`src/shared/mcs_pkg.sv`:
```
// Purpose: Shared constants and carrier types of the monitor conversion scheduler
// Assumes: 32-bit classic Wishbone, register index times four gives the byte address
// Notes:   All timing counts derive from the clock rate below
package mcs_pkg;
    // ****************************************
    // Register indices
    // ****************************************
    localparam logic [5:0] IDX_CMD  = 6'h00;
    localparam logic [5:0] IDX_RES  = 6'h01;
    localparam logic [5:0] IDX_T1   = 6'h02;
    localparam logic [5:0] IDX_T2   = 6'h03;
    localparam logic [5:0] IDX_TI   = 6'h04;
    localparam logic [5:0] IDX_SEQ  = 6'h08;
    localparam logic [5:0] IDX_CFG  = 6'h09;
    localparam logic [5:0] IDX_PD   = 6'h0A;
    localparam logic [5:0] IDX_OFS1 = 6'h26;
    localparam logic [5:0] IDX_OFS2 = 6'h27;
    localparam logic [5:0] IDX_IST  = 6'h30;
    localparam logic [5:0] IDX_IMSK = 6'h31;
    localparam logic [5:0] IDX_OCL  = 6'h32;
    localparam logic [5:0] IDX_STAT = 6'h33;
    // ****************************************
    // Fields and reset values
    // ****************************************
    localparam int         CFG_AUTO_BIT = 0;
    localparam int         PD_ADC_REF   = 4;
    localparam int         PD_DAC_REF   = 5;
    localparam logic [7:0] PD_RST       = 8'h30;
    localparam logic [11:0] DAC_RST     = 12'hFFF;
    localparam int         IRQ_TEMP     = 0;
    localparam int         IRQ_RES      = 1;
    localparam int         IRQ_OC0      = 2;
    localparam logic [3:0] CH_TEMP0     = 4'h6;
    localparam logic [3:0] CH_TINT      = 4'h8;
    // ****************************************
    // Timing
    // ****************************************
    localparam int CLK_HZ         = 10_000_000;
    localparam int PERIOD_MS      = 5;
    localparam int REF_SETTLE_US  = 60;
    localparam int PERIOD_CYC     = PERIOD_MS * (CLK_HZ / 1000);
    localparam int REF_SETTLE_CYC = (REF_SETTLE_US * CLK_HZ + 999_999) / 1_000_000;

    typedef struct packed {
        logic       start;
        logic [3:0] chan;
    } mcs_conv_req_t;
endpackage : mcs_pkg

```
`src/design/mcs_integ.sv`:
```
// Purpose: Background integration timer, one channel per slot in turn
// Assumes: Single clock, SLOT_CYC at least 2
// Notes:   Emits a one-cycle done pulse for the channel whose slot ends
`timescale 1ns/100ps
module mcs_integ #(
    parameter int SLOT_CYC = 16666
) (
    input  wire logic       i_clk,
    input  wire logic       i_reset,
    output logic      [2:0] o_done
);
    localparam int CW = $clog2(SLOT_CYC);

    typedef struct packed {
        logic [CW-1:0] cnt;
        logic [1:0]    slot;
        logic [2:0]    done;
    } mcs_integ_state_t;

    mcs_integ_state_t s;
    mcs_integ_state_t next_s;

    always_comb begin
        next_s = s;
        next_s.done = 3'h0;
        if (s.cnt == CW'(SLOT_CYC - 1)) begin
            next_s.cnt = '0;
            next_s.done[s.slot] = 1'b1;
            next_s.slot = (s.slot == 2'h2) ? 2'h0 : s.slot + 2'h1;
        end else begin
            next_s.cnt = s.cnt + CW'(1);
        end
    end

    always_ff @(posedge i_clk or posedge i_reset) begin
        if (i_reset) begin
            s <= '0;
        end else begin
            s <= next_s;
        end
    end

    assign o_done = s.done;

    chk_done_onehot: assert property (@(posedge i_clk) disable iff (i_reset) $onehot0(o_done))
        else $error("Two integration slots ended together");
endmodule : mcs_integ

```
`src/design/mcs_top.sv`:
```
// Purpose: Conversion scheduler, temperature results, overcurrent latch, DAC codes
// Assumes: Converter core on i_clk answers a start with a one-cycle done
// Notes:   Registers over classic Wishbone, one word per register index
// Overview of operation
// - Each temperature channel gets a fresh result every 5 ms without host action.
// - An integration end raises a conversion request for that channel.
// - In command mode a pending request runs right after the current conversion.
// - In autocycle mode a pending request is slotted into the running sequence.
// - With the converter idle a pending request starts at once.
// - Three temperature result registers hold the latest results, readable anytime.
// - Command mode may return remote temperature registers within the read-out sequence.
// - Remote channel offset is added to each remote channel measurement before storing.
// - Overcurrent flag output rises when its comparator reports over threshold.
// - Each 12-bit DAC code is inverted before selecting the string tap.
// - References start external; clearing power-down bits 4 and 5 enables internal.
// - Overcurrent flag stays high until the host clears its latch.
// - Remote temperature command bits start no conversion; latest result is returned.
//
// Local design decisions: the Wishbone slave port and the placing of the registers.
`timescale 1ns/100ps
module mcs_top #(
    parameter int PERIOD_CYC = mcs_pkg::PERIOD_CYC
) (
    input  wire logic                  i_clk,
    input  wire logic                  i_reset,
    input  wire logic                  i_wb_cyc,
    input  wire logic                  i_wb_stb,
    input  wire logic                  i_wb_we,
    input  wire logic [7:0]            i_wb_adr,
    input  wire logic [3:0]            i_wb_sel,
    input  wire logic [31:0]           i_wb_dat,
    output logic      [31:0]           o_wb_dat,
    output logic                       o_wb_ack,
    input  wire logic [1:0]            i_oc_cmp,
    output logic      [1:0]            o_overcurrent_flag_out,
    output mcs_pkg::mcs_conv_req_t     o_conv,
    input  wire logic                  i_conv_done,
    input  wire logic [11:0]           i_conv_data,
    output logic      [3:0][11:0]      o_dac_tap,
    output logic                       o_int_ref_adc_en,
    output logic                       o_int_ref_dac_en,
    output logic                       o_ref_ready,
    output logic                       o_irq
);
    // ****************************************
    // State
    // ****************************************
    typedef enum logic {CV_IDLE, CV_BUSY} mcs_cv_t;

    typedef struct packed {
        logic [1:0]       sync1;
        logic [1:0]       sync2;
        logic [1:0]       oc;
        logic             ack;
        logic [31:0]      rdat;
        logic [7:0]       cmd;
        logic [5:0]       seqm;
        logic [7:0]       cfg;
        logic [7:0]       pd;
        logic [1:0][11:0] ofs;
        logic [3:0][11:0] dac;
        logic [2:0][11:0] temp;
        logic [15:0]      res;
        logic [2:0]       pend;
        mcs_cv_t          cst;
        logic [3:0]       cur;
        logic [2:0]       ptr;
        logic             cmd_mode;
        logic             wait_rd;
        logic [3:0]       ist;
        logic [3:0]       imsk;
        logic             irq;
        logic [9:0]       ref_cnt;
        logic             ref_rdy;
        logic [1:0]       ref_en;
        logic             start;
    } mcs_top_state_t;

    mcs_top_state_t s;
    mcs_top_state_t next_s;
    logic [2:0]     integ_done;
    logic           acc;
    logic           wr;
    logic           rd;
    logic [5:0]     idx;
    logic [15:0]    wd;
    logic [1:0]     oc_clr;

    mcs_integ #(.SLOT_CYC(PERIOD_CYC / 3)) u_integ (
        .i_clk   (i_clk),
        .i_reset (i_reset),
        .o_done  (integ_done)
    );

    // Cyclic search for the next selected channel at or after p
    function automatic logic [3:0] mcs_next(input logic [7:0] m, input logic [2:0] p);
        logic [3:0] r;
        logic [2:0] k;
        r = 4'h0;
        for (int i = 7; i >= 0; i--) begin
            k = p + 3'(i);
            if (m[k]) begin
                r = {1'b1, k};
            end
        end
        return r;
    endfunction : mcs_next

    assign acc    = i_wb_cyc & i_wb_stb & ~s.ack;
    assign wr     = acc & i_wb_we;
    assign rd     = acc & ~i_wb_we;
    assign idx    = i_wb_adr[7:2];
    assign wd     = i_wb_dat[15:0];
    assign oc_clr = (wr && idx == mcs_pkg::IDX_OCL && i_wb_sel[0]) ? wd[1:0] : 2'h0;

    // ****************************************
    // Next state
    // ****************************************
    always_comb begin
        logic [3:0] nx;
        logic [1:0] t;
        nx = 4'h0;
        t = 2'h0;
        next_s = s;
        next_s.ack = acc;
        next_s.start = 1'b0;
        next_s.sync1 = i_oc_cmp;
        next_s.sync2 = s.sync1;

        if (wr) begin
            case (idx)
                mcs_pkg::IDX_CMD: begin
                    next_s.cmd = wd[7:0];
                    next_s.cmd_mode = 1'b1;
                    next_s.ptr = 3'h0;
                    next_s.wait_rd = 1'b0;
                end
                mcs_pkg::IDX_RES, mcs_pkg::IDX_T1, mcs_pkg::IDX_T2, mcs_pkg::IDX_TI: begin
                    if (i_wb_sel[1:0] == 2'h3) begin
                        next_s.dac[2'(idx - mcs_pkg::IDX_RES)] = ~wd[11:0];
                    end
                end
                mcs_pkg::IDX_SEQ:  if (i_wb_sel[0]) next_s.seqm = wd[5:0];
                mcs_pkg::IDX_CFG:  if (i_wb_sel[0]) next_s.cfg = wd[7:0];
                mcs_pkg::IDX_PD:   if (i_wb_sel[0]) next_s.pd = wd[7:0];
                mcs_pkg::IDX_OFS1: if (i_wb_sel[1:0] == 2'h3) next_s.ofs[0] = wd[11:0];
                mcs_pkg::IDX_OFS2: if (i_wb_sel[1:0] == 2'h3) next_s.ofs[1] = wd[11:0];
                mcs_pkg::IDX_IST:  if (i_wb_sel[0]) next_s.ist = s.ist & ~wd[3:0];
                mcs_pkg::IDX_IMSK: if (i_wb_sel[0]) next_s.imsk = wd[3:0];
                default: begin
                end
            endcase
        end

        next_s.rdat = 32'h0;
        if (rd) begin
            case (idx)
                mcs_pkg::IDX_CMD:  next_s.rdat = {24'h0, s.cmd};
                mcs_pkg::IDX_RES: begin
                    next_s.rdat = {16'h0, s.res};
                    next_s.wait_rd = 1'b0;
                end
                mcs_pkg::IDX_T1:   next_s.rdat = {20'h0, s.temp[0]};
                mcs_pkg::IDX_T2:   next_s.rdat = {20'h0, s.temp[1]};
                mcs_pkg::IDX_TI:   next_s.rdat = {20'h0, s.temp[2]};
                mcs_pkg::IDX_SEQ:  next_s.rdat = {26'h0, s.seqm};
                mcs_pkg::IDX_CFG:  next_s.rdat = {24'h0, s.cfg};
                mcs_pkg::IDX_PD:   next_s.rdat = {24'h0, s.pd};
                mcs_pkg::IDX_OFS1: next_s.rdat = {20'h0, s.ofs[0]};
                mcs_pkg::IDX_OFS2: next_s.rdat = {20'h0, s.ofs[1]};
                mcs_pkg::IDX_IST:  next_s.rdat = {28'h0, s.ist};
                mcs_pkg::IDX_IMSK: next_s.rdat = {28'h0, s.imsk};
                mcs_pkg::IDX_OCL:  next_s.rdat = {30'h0, s.oc};
                mcs_pkg::IDX_STAT: next_s.rdat = {27'h0, s.ref_rdy, s.cst == CV_BUSY, s.pend};
                default:           next_s.rdat = 32'h0;
            endcase
        end

        // Converter scheduling; temperature requests outrank any sequence slot
        case (s.cst)
            CV_IDLE: begin
                if (|s.pend) begin
                    t = s.pend[0] ? 2'h0 : (s.pend[1] ? 2'h1 : 2'h2);
                    next_s.pend[t] = 1'b0;
                    next_s.cur = mcs_pkg::CH_TEMP0 + 4'(t);
                    next_s.start = 1'b1;
                    next_s.cst = CV_BUSY;
                end else if (s.cfg[mcs_pkg::CFG_AUTO_BIT]) begin
                    nx = mcs_next({2'h0, s.seqm}, s.ptr);
                    if (nx[3]) begin
                        next_s.cur = {1'b0, nx[2:0]};
                        next_s.ptr = nx[2:0] + 3'h1;
                        next_s.start = 1'b1;
                        next_s.cst = CV_BUSY;
                    end
                end else if (s.cmd_mode && !s.wait_rd) begin
                    nx = mcs_next(s.cmd, s.ptr);
                    if (nx[3]) begin
                        next_s.ptr = nx[2:0] + 3'h1;
                        if (nx[2:0] >= 3'h6) begin
                            // Remote channel: latest automatic result, no conversion
                            next_s.res = {1'b0, nx[2:0], s.temp[nx[0]]};
                            next_s.wait_rd = 1'b1;
                            next_s.ist[mcs_pkg::IRQ_RES] = 1'b1;
                        end else begin
                            next_s.cur = {1'b0, nx[2:0]};
                            next_s.start = 1'b1;
                            next_s.cst = CV_BUSY;
                        end
                    end
                end
            end
            CV_BUSY: begin
                if (i_conv_done) begin
                    // Returning to idle lets a waiting request win the very next slot
                    next_s.cst = CV_IDLE;
                    if (s.cur >= mcs_pkg::CH_TEMP0) begin
                        next_s.ist[mcs_pkg::IRQ_TEMP] = 1'b1;
                        if (s.cur == mcs_pkg::CH_TINT) begin
                            next_s.temp[2] = i_conv_data;
                        end else begin
                            next_s.temp[s.cur[0]] = i_conv_data + s.ofs[s.cur[0]];
                        end
                    end else begin
                        next_s.res = {1'b0, s.cur[2:0], i_conv_data};
                        next_s.ist[mcs_pkg::IRQ_RES] = 1'b1;
                        next_s.wait_rd = s.cmd_mode & ~s.cfg[mcs_pkg::CFG_AUTO_BIT];
                    end
                end
            end
            default: next_s.cst = CV_IDLE;
        endcase
        next_s.pend = next_s.pend | integ_done;

        // Clear first, then set, so a flag raised in the clearing cycle survives
        next_s.oc = (s.oc & ~oc_clr) | s.sync2;
        for (int k = 0; k < 2; k++) begin
            if (s.sync2[k]) begin
                next_s.ist[mcs_pkg::IRQ_OC0 + k] = 1'b1;
            end
        end
        next_s.irq = |(next_s.ist & next_s.imsk);
        next_s.ref_en = ~next_s.pd[mcs_pkg::PD_DAC_REF:mcs_pkg::PD_ADC_REF];

        // Settling count restarts whenever either internal reference is off
        if (s.pd[mcs_pkg::PD_ADC_REF] || s.pd[mcs_pkg::PD_DAC_REF]) begin
            next_s.ref_cnt = 10'h0;
            next_s.ref_rdy = 1'b0;
        end else if (s.ref_cnt == 10'(mcs_pkg::REF_SETTLE_CYC)) begin
            next_s.ref_rdy = 1'b1;
        end else begin
            next_s.ref_cnt = s.ref_cnt + 10'h1;
        end
    end

    always_ff @(posedge i_clk or posedge i_reset) begin
        if (i_reset) begin
            s <= '0;
            s.pd <= mcs_pkg::PD_RST;
            s.dac <= {4{mcs_pkg::DAC_RST}};
        end else begin
            s <= next_s;
        end
    end

    assign o_wb_dat               = s.rdat;
    assign o_wb_ack               = s.ack;
    assign o_overcurrent_flag_out = s.oc;
    assign o_conv                 = '{start: s.start, chan: s.cur};
    assign o_dac_tap              = s.dac;
    assign o_int_ref_adc_en       = s.ref_en[0];
    assign o_int_ref_dac_en       = s.ref_en[1];
    assign o_ref_ready            = s.ref_rdy;
    assign o_irq                  = s.irq;

    // ****************************************
    // Checks
    // ****************************************
    chk_idle_start_now: assert property (@(posedge i_clk) disable iff (i_reset)
        (s.cst == CV_IDLE && |s.pend) |=> (s.start && s.cur >= mcs_pkg::CH_TEMP0))
        else $error("Idle converter did not start pending temperature");
    chk_fixed_order: assert property (@(posedge i_clk) disable iff (i_reset)
        (s.cst == CV_IDLE && s.pend[0]) |=> s.cur == mcs_pkg::CH_TEMP0)
        else $error("Lowest temperature channel not served first");
    chk_keep_pending: assert property (@(posedge i_clk) disable iff (i_reset)
        (s.pend[1] && !(s.cst == CV_IDLE && !s.pend[0])) |=> s.pend[1])
        else $error("Pending request lost before its start");
    chk_after_done: assert property (@(posedge i_clk) disable iff (i_reset)
        (s.cst == CV_BUSY && i_conv_done && |s.pend) |=> ##1 (s.start && s.cur >= mcs_pkg::CH_TEMP0))
        else $error("Temperature not run right after current conversion");
    chk_auto_insert: assert property (@(posedge i_clk) disable iff (i_reset)
        (s.cfg[mcs_pkg::CFG_AUTO_BIT] && s.cst == CV_IDLE && |s.pend && |s.seqm) |=> s.cur[3:1] >= 3'h3)
        else $error("Autocycle slot not given to pending temperature");
    chk_integ_request: assert property (@(posedge i_clk) disable iff (i_reset)
        integ_done[1] |=> s.pend[1])
        else $error("Integration end raised no request");
    chk_offset_add: assert property (@(posedge i_clk) disable iff (i_reset)
        (s.cst == CV_BUSY && i_conv_done && s.cur == mcs_pkg::CH_TEMP0)
        |=> s.temp[0] == 12'($past(i_conv_data) + $past(s.ofs[0])))
        else $error("Remote offset not applied");
    chk_temp_read: assert property (@(posedge i_clk) disable iff (i_reset)
        (rd && idx == mcs_pkg::IDX_T2) |=> (o_wb_ack && o_wb_dat[11:0] == $past(s.temp[1])))
        else $error("Temperature register read wrong");
    chk_oc_set: assert property (@(posedge i_clk) disable iff (i_reset)
        $rose(i_oc_cmp[0]) |-> ##3 o_overcurrent_flag_out[0])
        else $error("Overcurrent flag not raised");
    chk_oc_hold: assert property (@(posedge i_clk) disable iff (i_reset)
        (o_overcurrent_flag_out[1] && !oc_clr[1]) |=> o_overcurrent_flag_out[1])
        else $error("Overcurrent flag dropped without clear");
    chk_dac_invert: assert property (@(posedge i_clk) disable iff (i_reset)
        (wr && idx == mcs_pkg::IDX_RES && i_wb_sel[1:0] == 2'h3) |=> o_dac_tap[0] == ~$past(i_wb_dat[11:0]))
        else $error("DAC code not inverted");
    chk_ref_enable: assert property (@(posedge i_clk) disable iff (i_reset)
        $rose(o_int_ref_dac_en) |-> $past(wr && idx == mcs_pkg::IDX_PD))
        else $error("Internal reference enabled without power-down write");
    chk_remote_no_conv: assert property (@(posedge i_clk) disable iff (i_reset)
        ($rose(s.wait_rd) && $past(s.cst) == CV_IDLE) |-> (!s.start && s.res[14:13] == 2'h3))
        else $error("Remote command entry started a conversion");
    chk_reset_clear: assert property (@(posedge i_clk) i_reset |-> s.pend == 3'h0)
        else $error("Requests pending during reset");
    cov_auto_temp: cover property (@(posedge i_clk) disable iff (i_reset)
        s.cfg[mcs_pkg::CFG_AUTO_BIT] && s.start && s.cur >= mcs_pkg::CH_TEMP0);
    cov_cmd_remote: cover property (@(posedge i_clk) disable iff (i_reset) $rose(s.wait_rd) && s.res[14]);
    cov_oc_clear: cover property (@(posedge i_clk) disable iff (i_reset) $fell(o_overcurrent_flag_out[0]));
endmodule : mcs_top

```
`config.mk`:
```
export PLATFORM = sky130hd
export DESIGN_NAME = mcs_top
export DESIGN_NICKNAME = d
export VERILOG_FILES = /design/src/shared/mcs_pkg.sv /design/src/design/mcs_integ.sv /design/src/design/mcs_top.sv
export SDC_FILE = /design/constraint.sdc
export NUM_CORES = 1
export LEC_CHECK = 0
export BUFFER_PORTS_ARGS = -buffer_cell sky130_fd_sc_hd__buf_2
export CAP_MARGIN = 20
export CORE_ASPECT_RATIO = 0.9
export CORE_MARGIN = 2
export CORE_UTILIZATION = 59
export DETAILED_ROUTE_END_ITERATION = 8
export PLACE_DENSITY = 0.85
export SETUP_SLACK_MARGIN = 0.4
export SLEW_MARGIN = 20
export SYNTH_ARGS = -nofsm -noshare
export SYNTH_HDL_FRONTEND = slang
export SYNTH_SLANG_ARGS = --single-unit
```
`constraint.sdc`:
```
create_clock -name i_clk -period 8.5 [get_ports i_clk]
set_input_delay 0.85 -clock i_clk [delete_from_list [all_inputs] [get_ports i_clk]]
set_output_delay 0.85 -clock i_clk [all_outputs]
set_load 0.05 [all_outputs]
```
# Word level (Yosys, flattened, before mapping)

Cells that the tools add are included.

Multiplexer cells: 145
Magnitude comparators: 20
Equality and inequality tests: 28
Reduce and logical (&&, ||, !) cells: 27
Bitwise gates (word level): 21
Add/sub/neg operators: 15

Operators by type and width:

| operator              | count |
|---|---|
| $pmux 16 s14          | 1 |
| $mux 12               | 11 |
| $mux 16               | 8 |
| $mux 4                | 27 |
| $mux 48               | 2 |
| $mux 78               | 1 |
| $bmux 1 s3            | 16 |
| $bwmux 48             | 1 |
| $mux 1                | 46 |
| $bwmux 36             | 1 |
| $eq 6x6->1 const B    | 6 |
| $lt 3x4->1 const B    | 8 |
| $mux 8                | 4 |
| $pmux 16 s2           | 1 |
| $demux 12 s2          | 1 |
| $reduce_and 3->1      | 7 |
| $eq 6x4->1 const B    | 3 |
| $ne 2x2->1 const B    | 8 |
| $add 15x1->15 const B | 1 |
| $eq 15x15->1 const B  | 1 |
| $mux 15               | 1 |
| $mux 3                | 5 |
| $mux 5                | 3 |
| $mux 13               | 1 |
| other kinds (53)      | 92 |

Output and inout bits: 92
Logic and storage cells: 292
Input bits: 64
Register bits after elaboration: 249

# Depth between registers and ports, before layout

Gate-level depths: netlist of run 1.

Depth after elaboration: 24
Mapped depth: 16
Gate-level depth less buffers: 13

# By module

From an unflattened synthesis of run 1, not the netlist that was laid out.

Cells, all modules: 1280
Area, all modules: 13008.7 um^2

Modules (own cells, without submodules):

| module    | seq. area each (um^2) | cells an instance | instances | area each (um^2) |
|---|---|---|---|---|
| mcs_top   | 5342.6                | 1195              | 1         | 12040.3 |
| mcs_integ | 500.5                 | 85                | 1         | 968.4 |

# Worst setup path before layout of run 1

OpenSTA, ideal clock, no wires.

Path kind: register -> register
Start: register s[26] in the netlist's numbering
End: register s[36] in the netlist's numbering
Cell stages (with the launch flop): 15
Setup slack: 4378 ps
Required time: 8375 ps
Arrival time: 3997 ps
Period minus slack after synthesis: 4122 ps
Cells stage by stage: dfrtp_1 buf_2 clkinv_1 ha_1 buf_2 mux4_2 mux2_2 a2111oi_2 o221ai_1 and3_1 clkbuf_2 nand2b_4 o31ai_4 buf_6 mux2_4

Cells in the longest elaborated chain, start to end: 23

Ends and longest elaborated chain:

| element                                     | line           | text |
|---|---|---|
| start, declared                             | mcs_top.sv:79  | `mcs_top_state_t s;` |
| start signal, assigned                      | mcs_top.sv:262 | `s <= next_s;` |
| $add 3x3->3                                 | mcs_top.sv:101 | `k = p + 3'(i);` |
| $bmux 1 s3                                  | mcs_top.sv:102 | `if (m[k]) begin` |
| $mux 1 (implied by the code)                | mcs_top.sv:102 |  |
| $mux 4 (7 in series)                        | mcs_top.sv:102 |  |
| $mux 4 (*)                                  | mcs_top.sv:102 |  |
| $mux 4 (*)                                  | mcs_top.sv:196 | `end else if (s.cmd_mode && !s.wait_rd) begin` |
| $mux 4 (*)                                  | mcs_top.sv:188 | `end else if (s.cfg[mcs_pkg::CFG_AUTO_BIT]) begin` |
| $mux 4 (*)                                  | mcs_top.sv:182 | `if (\|s.pend) begin` |
| $mux 4 (*)                                  | mcs_top.sv:180 | `case (s.cst)` |
| $mux 12 (implied by the code) (2 in series) | mcs_top.sv:202 | `next_s.res = {1'b0, nx[2:0], s.temp[nx[0]]};` |
| $mux 16                                     | mcs_top.sv:200 | `if (nx[2:0] >= 3'h6) begin` |
| $mux 16                                     | mcs_top.sv:198 | `if (nx[3]) begin` |
| $mux 16                                     | mcs_top.sv:196 |  |
| $mux 16                                     | mcs_top.sv:188 |  |
| $mux 16                                     | mcs_top.sv:182 |  |
| $pmux 16 s2                                 | mcs_top.sv:180 |  |

Every way passes the cells marked *; elsewhere a longest branch is shown, timed or not. The select of a mux whose other input is x is not followed.
A chain may end at the register's enable or synchronous reset.

# Worst setup path in the final report of run 1

Start: register s[26] in the netlist's numbering
End: register s[45] in the netlist's numbering

Same word-level chain as after synthesis.

==> run_results.csv, run 1 <==
group,metric,value,unit
status,outcome,"finished, violations left",
status,violations,"design-rule violations",
floorplan,dieArea,22600,um2
critical_path,worstReg2RegEnd,"s[45]",
final_layout,fin_nets,1311,
placement,dp_hpwl,21.6,mm
floorplan,start_util,60.6,%
cts,hold_buffers,0,
drt,ant_nets,0,
global_route,grt_pass1_vias,9172,
global_route,antenna_found_initial,1,
synthesis,synth_top_area_share,35.8,%
final_layout,final_util,65.2,%
timing,hold_viol_final,0,
timing,period_share,66.4,%
floorplan,die_h,143,um
cts,cts_made_buffers,23,
critical_path,arrival,6.04,ns
synthesis,syn_avg_cell_area,10.5,um2
synthesis,synth_area_leaders,"dfrtp_1, dfstp_2, mux2_2",
cts,cts_sinks,231,
power_and_ir_drop,p_leak,6.23,nW
power_and_ir_drop,vdd_ir_drop_max,0.246,mV
floorplan,fp-row-count,50,
synthesis,async_reset_ff_share,100,%
synthesis,yosysMostFrequentCell,"dfrtp_1",
floorplan,die_x,158,um
synthesis,synth_cells,1205,
final_layout,area_delta_synth_final,7.71,%
critical_path,end_kind,"flop",
cts,cts_resized,0,
synthesis,ys_seq_area_share,46.2,%
synthesis,synth.distinct_cells,77,
drt,drt-total-wl,31.9,mm
cts,clock_path_buffers,3,
timing,min_period,5.64,ns
cts,cts_root_buf,"clkbuf_16",
timing,setup_tns,0,ns
synthesis,synth_area,12700,um2
cts,post_cts_buffers,0,
critical_path,reg2reg_from,"s[26]",
global_route,grtUsageMet3,5.10,%
critical_path,worstPathMaxFanout,22,
drt,wl_per_cell,20.8,um
synthesis,synth_top_cell_by_area,"dfrtp_1",
floorplan,core,20900,um2
global_route,grt_usage,28.5,%
drt,first_iter_violations,1101,
synthesis,ys.flop_type,"dfrtp_1",
drt,drc,1,
timing,drv_slew,0,
critical_path,r2r_cells,11,
timing,setup_viol,0,
placement,gp_congestion,0.883,
global_route,gr-usage-met2,43.2,%
drt,drt-vias-per-instance,6.29,
critical_path,critPathKind,"reg -> reg",
global_route,grt.overflow.total,0,
critical_path,r2r_setup_slack,2.86,ns
global_route,grt_pass1_wl,49.8,mm
worst_hold_path,min_from,"next_s[226]",
global_route,grt-busiest-layer,"met2",
worst_hold_path,hold_path_depth,0,
timing,worst_pin_slew,1.18,ns
cts,cts_tree,"done",
synthesis,synthTopCellsByCount,"dfrtp_1, nand2_1, mux2_2, buf_4, o21ai_0",
placement,place_ws,2.76,ns
cts,clk_pin_slew,0.06,ns
global_route,grt_start_max_net_pins,147,
global_route,use_met1,40.6,%
drt,drt_pre_antenna_iters,9,
cts,clk_latency,0.52,ns
run,max_cap_viol_count,0,
final_layout,drive_above_1_share,28.8,%
critical_path,cp-start-kind,"flop",
synthesis,synth-seq-cells,231,
power_and_ir_drop,p_per_area,222,nW/um2
floorplan,ios,156,
worst_hold_path,hold_path.class,"reg -> reg",
critical_path,cp.required,8.90,ns
timing,timing.fmax,177,MHz
timing,final.setup_skew,0.0272,ns
worst_hold_path,min_to,"s[226]",
synthesis,yosysWarnings,0,
cts,h-tree-depth,1,
timing,setup_ws,2.86,ns
synthesis,synth_edf_count,0,
placement,port_buffers,114,
timing,rsz0062_at_grt,"no",
power_and_ir_drop,p_total,3.03,mW
drt,routed-via-count,9634,
timing,slew_headroom,21.0,%
==> worst max-delay path, stage by stage, from the launching register on <==
cell	delay (ns)
dfrtp_1	0.90
clkinv_1	0.54
ha_1	0.90
mux4_2	0.62
mux2_2	0.35
a2111oi_2	0.32
o221ai_1	0.17
and3_1	0.27
nand2b_4	0.19
o31ai_4	0.66
buf_6	0.25
mux2_2	0.34
==> sequential cells by signal, indices dropped and copies added, names as in the netlist <==
signal	flops
o_conv	5
o_int_ref_adc_en	1
s	134
o_wb_dat	15
o_dac_tap	48
u_integ.s	17
o_overcurrent_flag_out	2
next_s	2
o_wb_ack	1
u_integ.o_done	3
o_ref_ready	1
o_irq	1
o_int_ref_dac_en	1
==> metal layers <==
layer / up-vias / wire length [um]
met5: - / 0
met4: 0 / 1300
met3: 88 / 2950
met2: 532 / 14500
met1: 4723 / 13200
li1: 4291 / -
==> cell type report <==
cell class | instances | area, um2
Fill cell | 1571 | 7260
Multi-Input combinational cell | 820 | 5890
Sequential cell | 231 | 5840
Clock buffer | 34 | 687
Timing Repair Buffer | 122 | 638
Tap cell | 286 | 358
Inverter | 29 | 116
Clock inverter | 8 | 93.8
Antenna cell | 1 | 2.50
==> kinds of logic after synthesis <==
kind of cell             count (synthesis)  share of synthesized area [%]
flip-flops                             231                           46.2
AO/OA/AOI/OAI                          264                           14.0
XOR/XNOR                                34                           2.35
buffers and inverters                  170                           7.82
other                                    1                         0.0296
multiplexers                           161                           15.9
AND/OR/NAND/NOR                        324                           11.8
adder cells (fa/ha/maj)                 20                           2.04
==> worst max-delay path by stage <==
stage,depth (start not counted),slack [ns],from,end
after floorplan,1,1.40,i_reset,next_s[225]
after global placement,10,2.86,s[26],s[46]
after detailed placement,10,2.76,s[26],s[42]
after CTS,10,2.75,s[26],s[42]
after global routing,11,2.55,s[26],s[45]
final,11,2.86,s[26],s[45]
==> per-stage QoR <==
stage	instances	area (um2)	hold WS, ns
detailed placement	1487	12800	0.346
global route	1531	13600	0.366
global placement	1487	12800	0.334
finish	1531	13600	0.359
floorplan	1221	12700	0.331
CTS	1529	13600	0.364
==> report_power, final <==
part | switching (mW) | internal [mW] | leakage [nW] | total (mW)
Clock | 0.424 | 0.620 | 0.391 | 1.04
Sequential | 0.0750 | 1.17 | 2.92 | 1.25
Combinational | 0.458 | 0.275 | 2.92 | 0.732
Total | 0.956 | 2.07 | 6.23 | 3.03
==> cells in the final DEF, fill, tap and decap left out, types with 11 or more instances in the layout <==
cell type,count
mux2i_1,25
xnor2_1,16
nand2_1,151
xor2_1,18
a22oi_1,26
clkbuf_16,23
o21ai_0,85
buf_2,114
a221oi_1,11
ha_1,19
mux4_2,12
mux2_2,115
nor2_1,65
a31oi_1,19
a21oi_1,37
a21o_1,14
dfstp_2,50
inv_1,26
conb_1,17
dfrtp_1,181
and3_1,17
nand3_1,23
Note: power is estimated with default switching activity, not from simulation.
==> inputs of run 2 (changes only) <==
--- a/config.mk
+++ b/config.mk
@@ -5,13 +5,14 @@
 export SDC_FILE = /design/constraint.sdc
 export NUM_CORES = 1
 export LEC_CHECK = 0
+export ABC_AREA = 1
 export BUFFER_PORTS_ARGS = -buffer_cell sky130_fd_sc_hd__buf_2
 export CAP_MARGIN = 20
 export CORE_ASPECT_RATIO = 0.9
 export CORE_MARGIN = 2
-export CORE_UTILIZATION = 59
+export CORE_UTILIZATION = 53
 export DETAILED_ROUTE_END_ITERATION = 8
-export PLACE_DENSITY = 0.85
+export PLACE_DENSITY = 0.81
 export SETUP_SLACK_MARGIN = 0.4
 export SLEW_MARGIN = 20
 export SYNTH_ARGS = -nofsm -noshare
==> constraint.sdc (replaced) <==
create_clock -name i_clk -period 4.7 [get_ports i_clk]
set_input_delay 0.47 -clock i_clk [delete_from_list [all_inputs] [get_ports i_clk]]
set_output_delay 0.47 -clock i_clk [all_outputs]
set_load 0.05 [all_outputs]
==> run 2 against run 1 <==
  * The flow still finishes with violations (design-rule violations)
  * Register-to-register slack got worse by 1.7 ns
  * Final area rose by 0.91%
  * Power rose by 140%
  * Count of clock-buffer cells in the layout rose by 3
  * Clock skew fell by 0.018 ns
  * Sequential power rose by 82%
  * Synthesized cell count rose by 31%
  * Sequential share of layout area fell by 0.39 points
  * Via count rose by 14%
  * Die area rose by 11%
  * Critical path depth rose by 5
  * Wire length rose by 5.5%
==> run_results.csv, run 2 <==
group,metric,value,unit
status,outcome,"finished, violations left",
status,violations,"design-rule violations",
drt,routed-via-count,11011,
critical_path,end_kind,"flop",
synthesis,synthTopCellsByCount,"nand2_1, inv_1, dfrtp_1, o21ai_0, nand3_1",
drt,first_iter_violations,1111,
critical_path,cpLargestDelayFamily,"simple AND/OR/NAND/NOR gates",
synthesis,yosysWarnings,0,
timing,setup_viol,0,
critical_path,cp-start-kind,"flop",
timing,final.setup_skew,0.00949,ns
final_layout,layout_common_cells,"nand2_1, inv_1, dfrtp_1",
final_layout,regArea,5840,um2
critical_path,reg2reg_from,"s[26]",
cts,cts_sinks,231,
final_layout,multi_input_area,5290,um2
cts,cts_tree,"done",
drt,drt_pre_antenna_iters,8,
drt,ant_nets,0,
cts,cts_root_buf,"clkbuf_16",
power_and_ir_drop,p_per_area,525,nW/um2
synthesis,synth_area_leaders,"dfrtp_1, nand2_1, dfstp_2",
critical_path,worstPathMaxFanout,19,
cts,h-tree-depth,1,
critical_path,r2r_cells,16,
synthesis,yosysMostFrequentCell,"nand2_1",
global_route,grt_pass1_wl,53.8,mm
timing,timing.fmax,281,MHz
critical_path,arrival,3.98,ns
floorplan,core,23500,um2
synthesis,synth_area,12700,um2
timing,worst_pin_slew,1.11,ns
synthesis,synth_edf_count,0,
cts,clk_latency,0.54,ns
drt,wl_per_cell,17.4,um
synthesis,synth.distinct_cells,63,
cts,cts_resized,0,
cts,clock_path_buffers,3,
global_route,grt_usage,26.9,%
drt,drc,10,
timing,drv_slew,0,
timing,period_share,75.7,%
timing,min_period,3.56,ns
final_layout,final_common_cell,"nand2_1",
global_route,antenna_found_initial,2,
critical_path,cp.required,5.12,ns
placement,dp_hpwl,24.2,mm
floorplan,fp-row-count,53,
final_layout,fillCellCount,2085,
power_and_ir_drop,vdd_ir_drop_max,0.370,mV
floorplan,start_util,54.1,%
worst_hold_path,hold_path.class,"in -> reg",
worst_hold_path,min_from,"i_oc_cmp[0]",
final_layout,final_util,58.6,%
synthesis,synth_top_area_share,35.7,%
synthesis,ys_seq_area_share,46.0,%
floorplan,ios,156,
final_layout,drive_above_1_share,17.7,%
synthesis,async_reset_ff_share,100,%
synthesis,synth_cells,1576,
synthesis,syn_avg_cell_area,8.06,um2
placement,gp_congestion,0.978,
floorplan,die_h,151,um
cts,cts_made_buffers,25,
timing,rsz0062_at_grt,"no",
cts,post_cts_buffers,0,
floorplan,dieArea,25200,um2
timing,setup_tns,0,ns
synthesis,synth-seq-cells,231,
drt,drt-total-wl,33.7,mm
final_layout,largest_register_ffs,134,
final_layout,area_delta_synth_final,8.35,%
critical_path,worstReg2RegEnd,"s[26]",
worst_hold_path,min_to,"next_s[225]",
critical_path,critPathKind,"reg -> reg",
critical_path,r2r_setup_slack,1.14,ns
timing,slew_headroom,26.0,%
placement,port_buffers,114,
final_layout,top_register,"s",
synthesis,synth_top_cell_by_area,"dfrtp_1",
timing,hold_viol_final,0,
run,max_cap_viol_count,0,
global_route,grt_start_max_net_pins,157,
critical_path,cp_slowest_cell,"dfrtp_1",
critical_path,max_stage_delay,0.38,ns
cts,hold_buffers,0,
global_route,grt.overflow.total,0,
power_and_ir_drop,p_leak,6.74,nW
cts,clk_pin_slew,0.06,ns
final_layout,fin_nets,1701,
synthesis,ys.flop_type,"dfrtp_1",
critical_path,crit_chain,"inv_2 -> ha_1 -> inv_1 -> nand3_1 -> nand3_1 -> nand2_1 -> nor2_1 -> o21ai_0 -> o21ai_1 -> nand2_1 -> nand2_4 -> inv_2 -> ha_1 -> o21ai_0 -> o22ai_1 -> a22o_1",
critical_path,path_buf_inv,3,
floorplan,die_x,167,um
worst_hold_path,hold_path_depth,1,
global_route,grt_pass1_vias,10377,
drt,drt-vias-per-instance,5.68,
[run 2: cell types whose count changed after synthesis, moves of 28 or more]
cell     before  now
nor2_1       65   93
mux2_2      115    9
o21ai_0      85  172
nand3_1      23   98
nand2_1     151  409
inv_1        27  182
[run 2: final cells by class]
type	count	share of cell area (%)
sequential	231	42.5
multi-input combinational	1039	38.4
clock buffer	37	5.39
inverter	194	5.38
timing repair buffer	126	4.92
tap	302	2.75
clock inverter	8	0.628
antenna	2	0.0364
[run 2: worst max-delay path by stage]
stage | from | to | slack (ns) | cells past startpoint
after global routing | s[26] | s[26] | 0.80 | 16
after global placement | s[26] | s[26] | 1.23 | 16
final | s[26] | s[26] | 1.14 | 16
after CTS | s[26] | s[26] | 1.19 | 16
after detailed placement | s[26] | s[26] | 1.20 | 16
after floorplan | i_reset | next_s[225] | 1.25 | 1
[run 2: through the flow]
stage | cells | setup WS [ns] | area [um2] | hold WS (ns) | total power, mW
5_1_grt | 1938 | 0.805 | 13800 | 0.0264 | 7.67
3_3_place_gp | 1891 | 1.23 | 12900 | 0.335 | 5.16
6_report | 1939 | 1.14 | 13800 | 0.0402 | 7.22
4_1_cts | 1936 | 1.19 | 13700 | 0.0311 | 7.20
2_1_floorplan | 1592 | 1.25 | 12800 | 0.331 | 4.66
3_5_place_dp | 1891 | 1.20 | 12900 | 0.336 | 5.23
[run 2: power breakdown]
group / switching, mW / internal (mW)
registers: 0.131 / 2.15
logic: 2.11 / 0.861
clock network: 0.809 / 1.16
total: 3.05 / 4.16
[run 2: cell families (layout without fill, tap and decap cells)]
family          after synthesis  count (layout)  synth area share (%)
compound gates              321             321                  15.1
xor+xnor                     11              11                 0.877
fa+ha+maj                    20              20                  2.03
buf+inv                     322             365                  12.8
flops                       231             231                  46.0
mux                           9               9                 0.798
other cells                   1              19                0.0295
simple gates                661             661                  22.3
[run 2: metal layers]
metal / share of wire (%) / global-route usage (%)
met2: 45 / 42.4
met5: 0 / 0
met3: 9.7 / 5.62
met1: 42 / 37.4
met4: 3.5 / 8.91
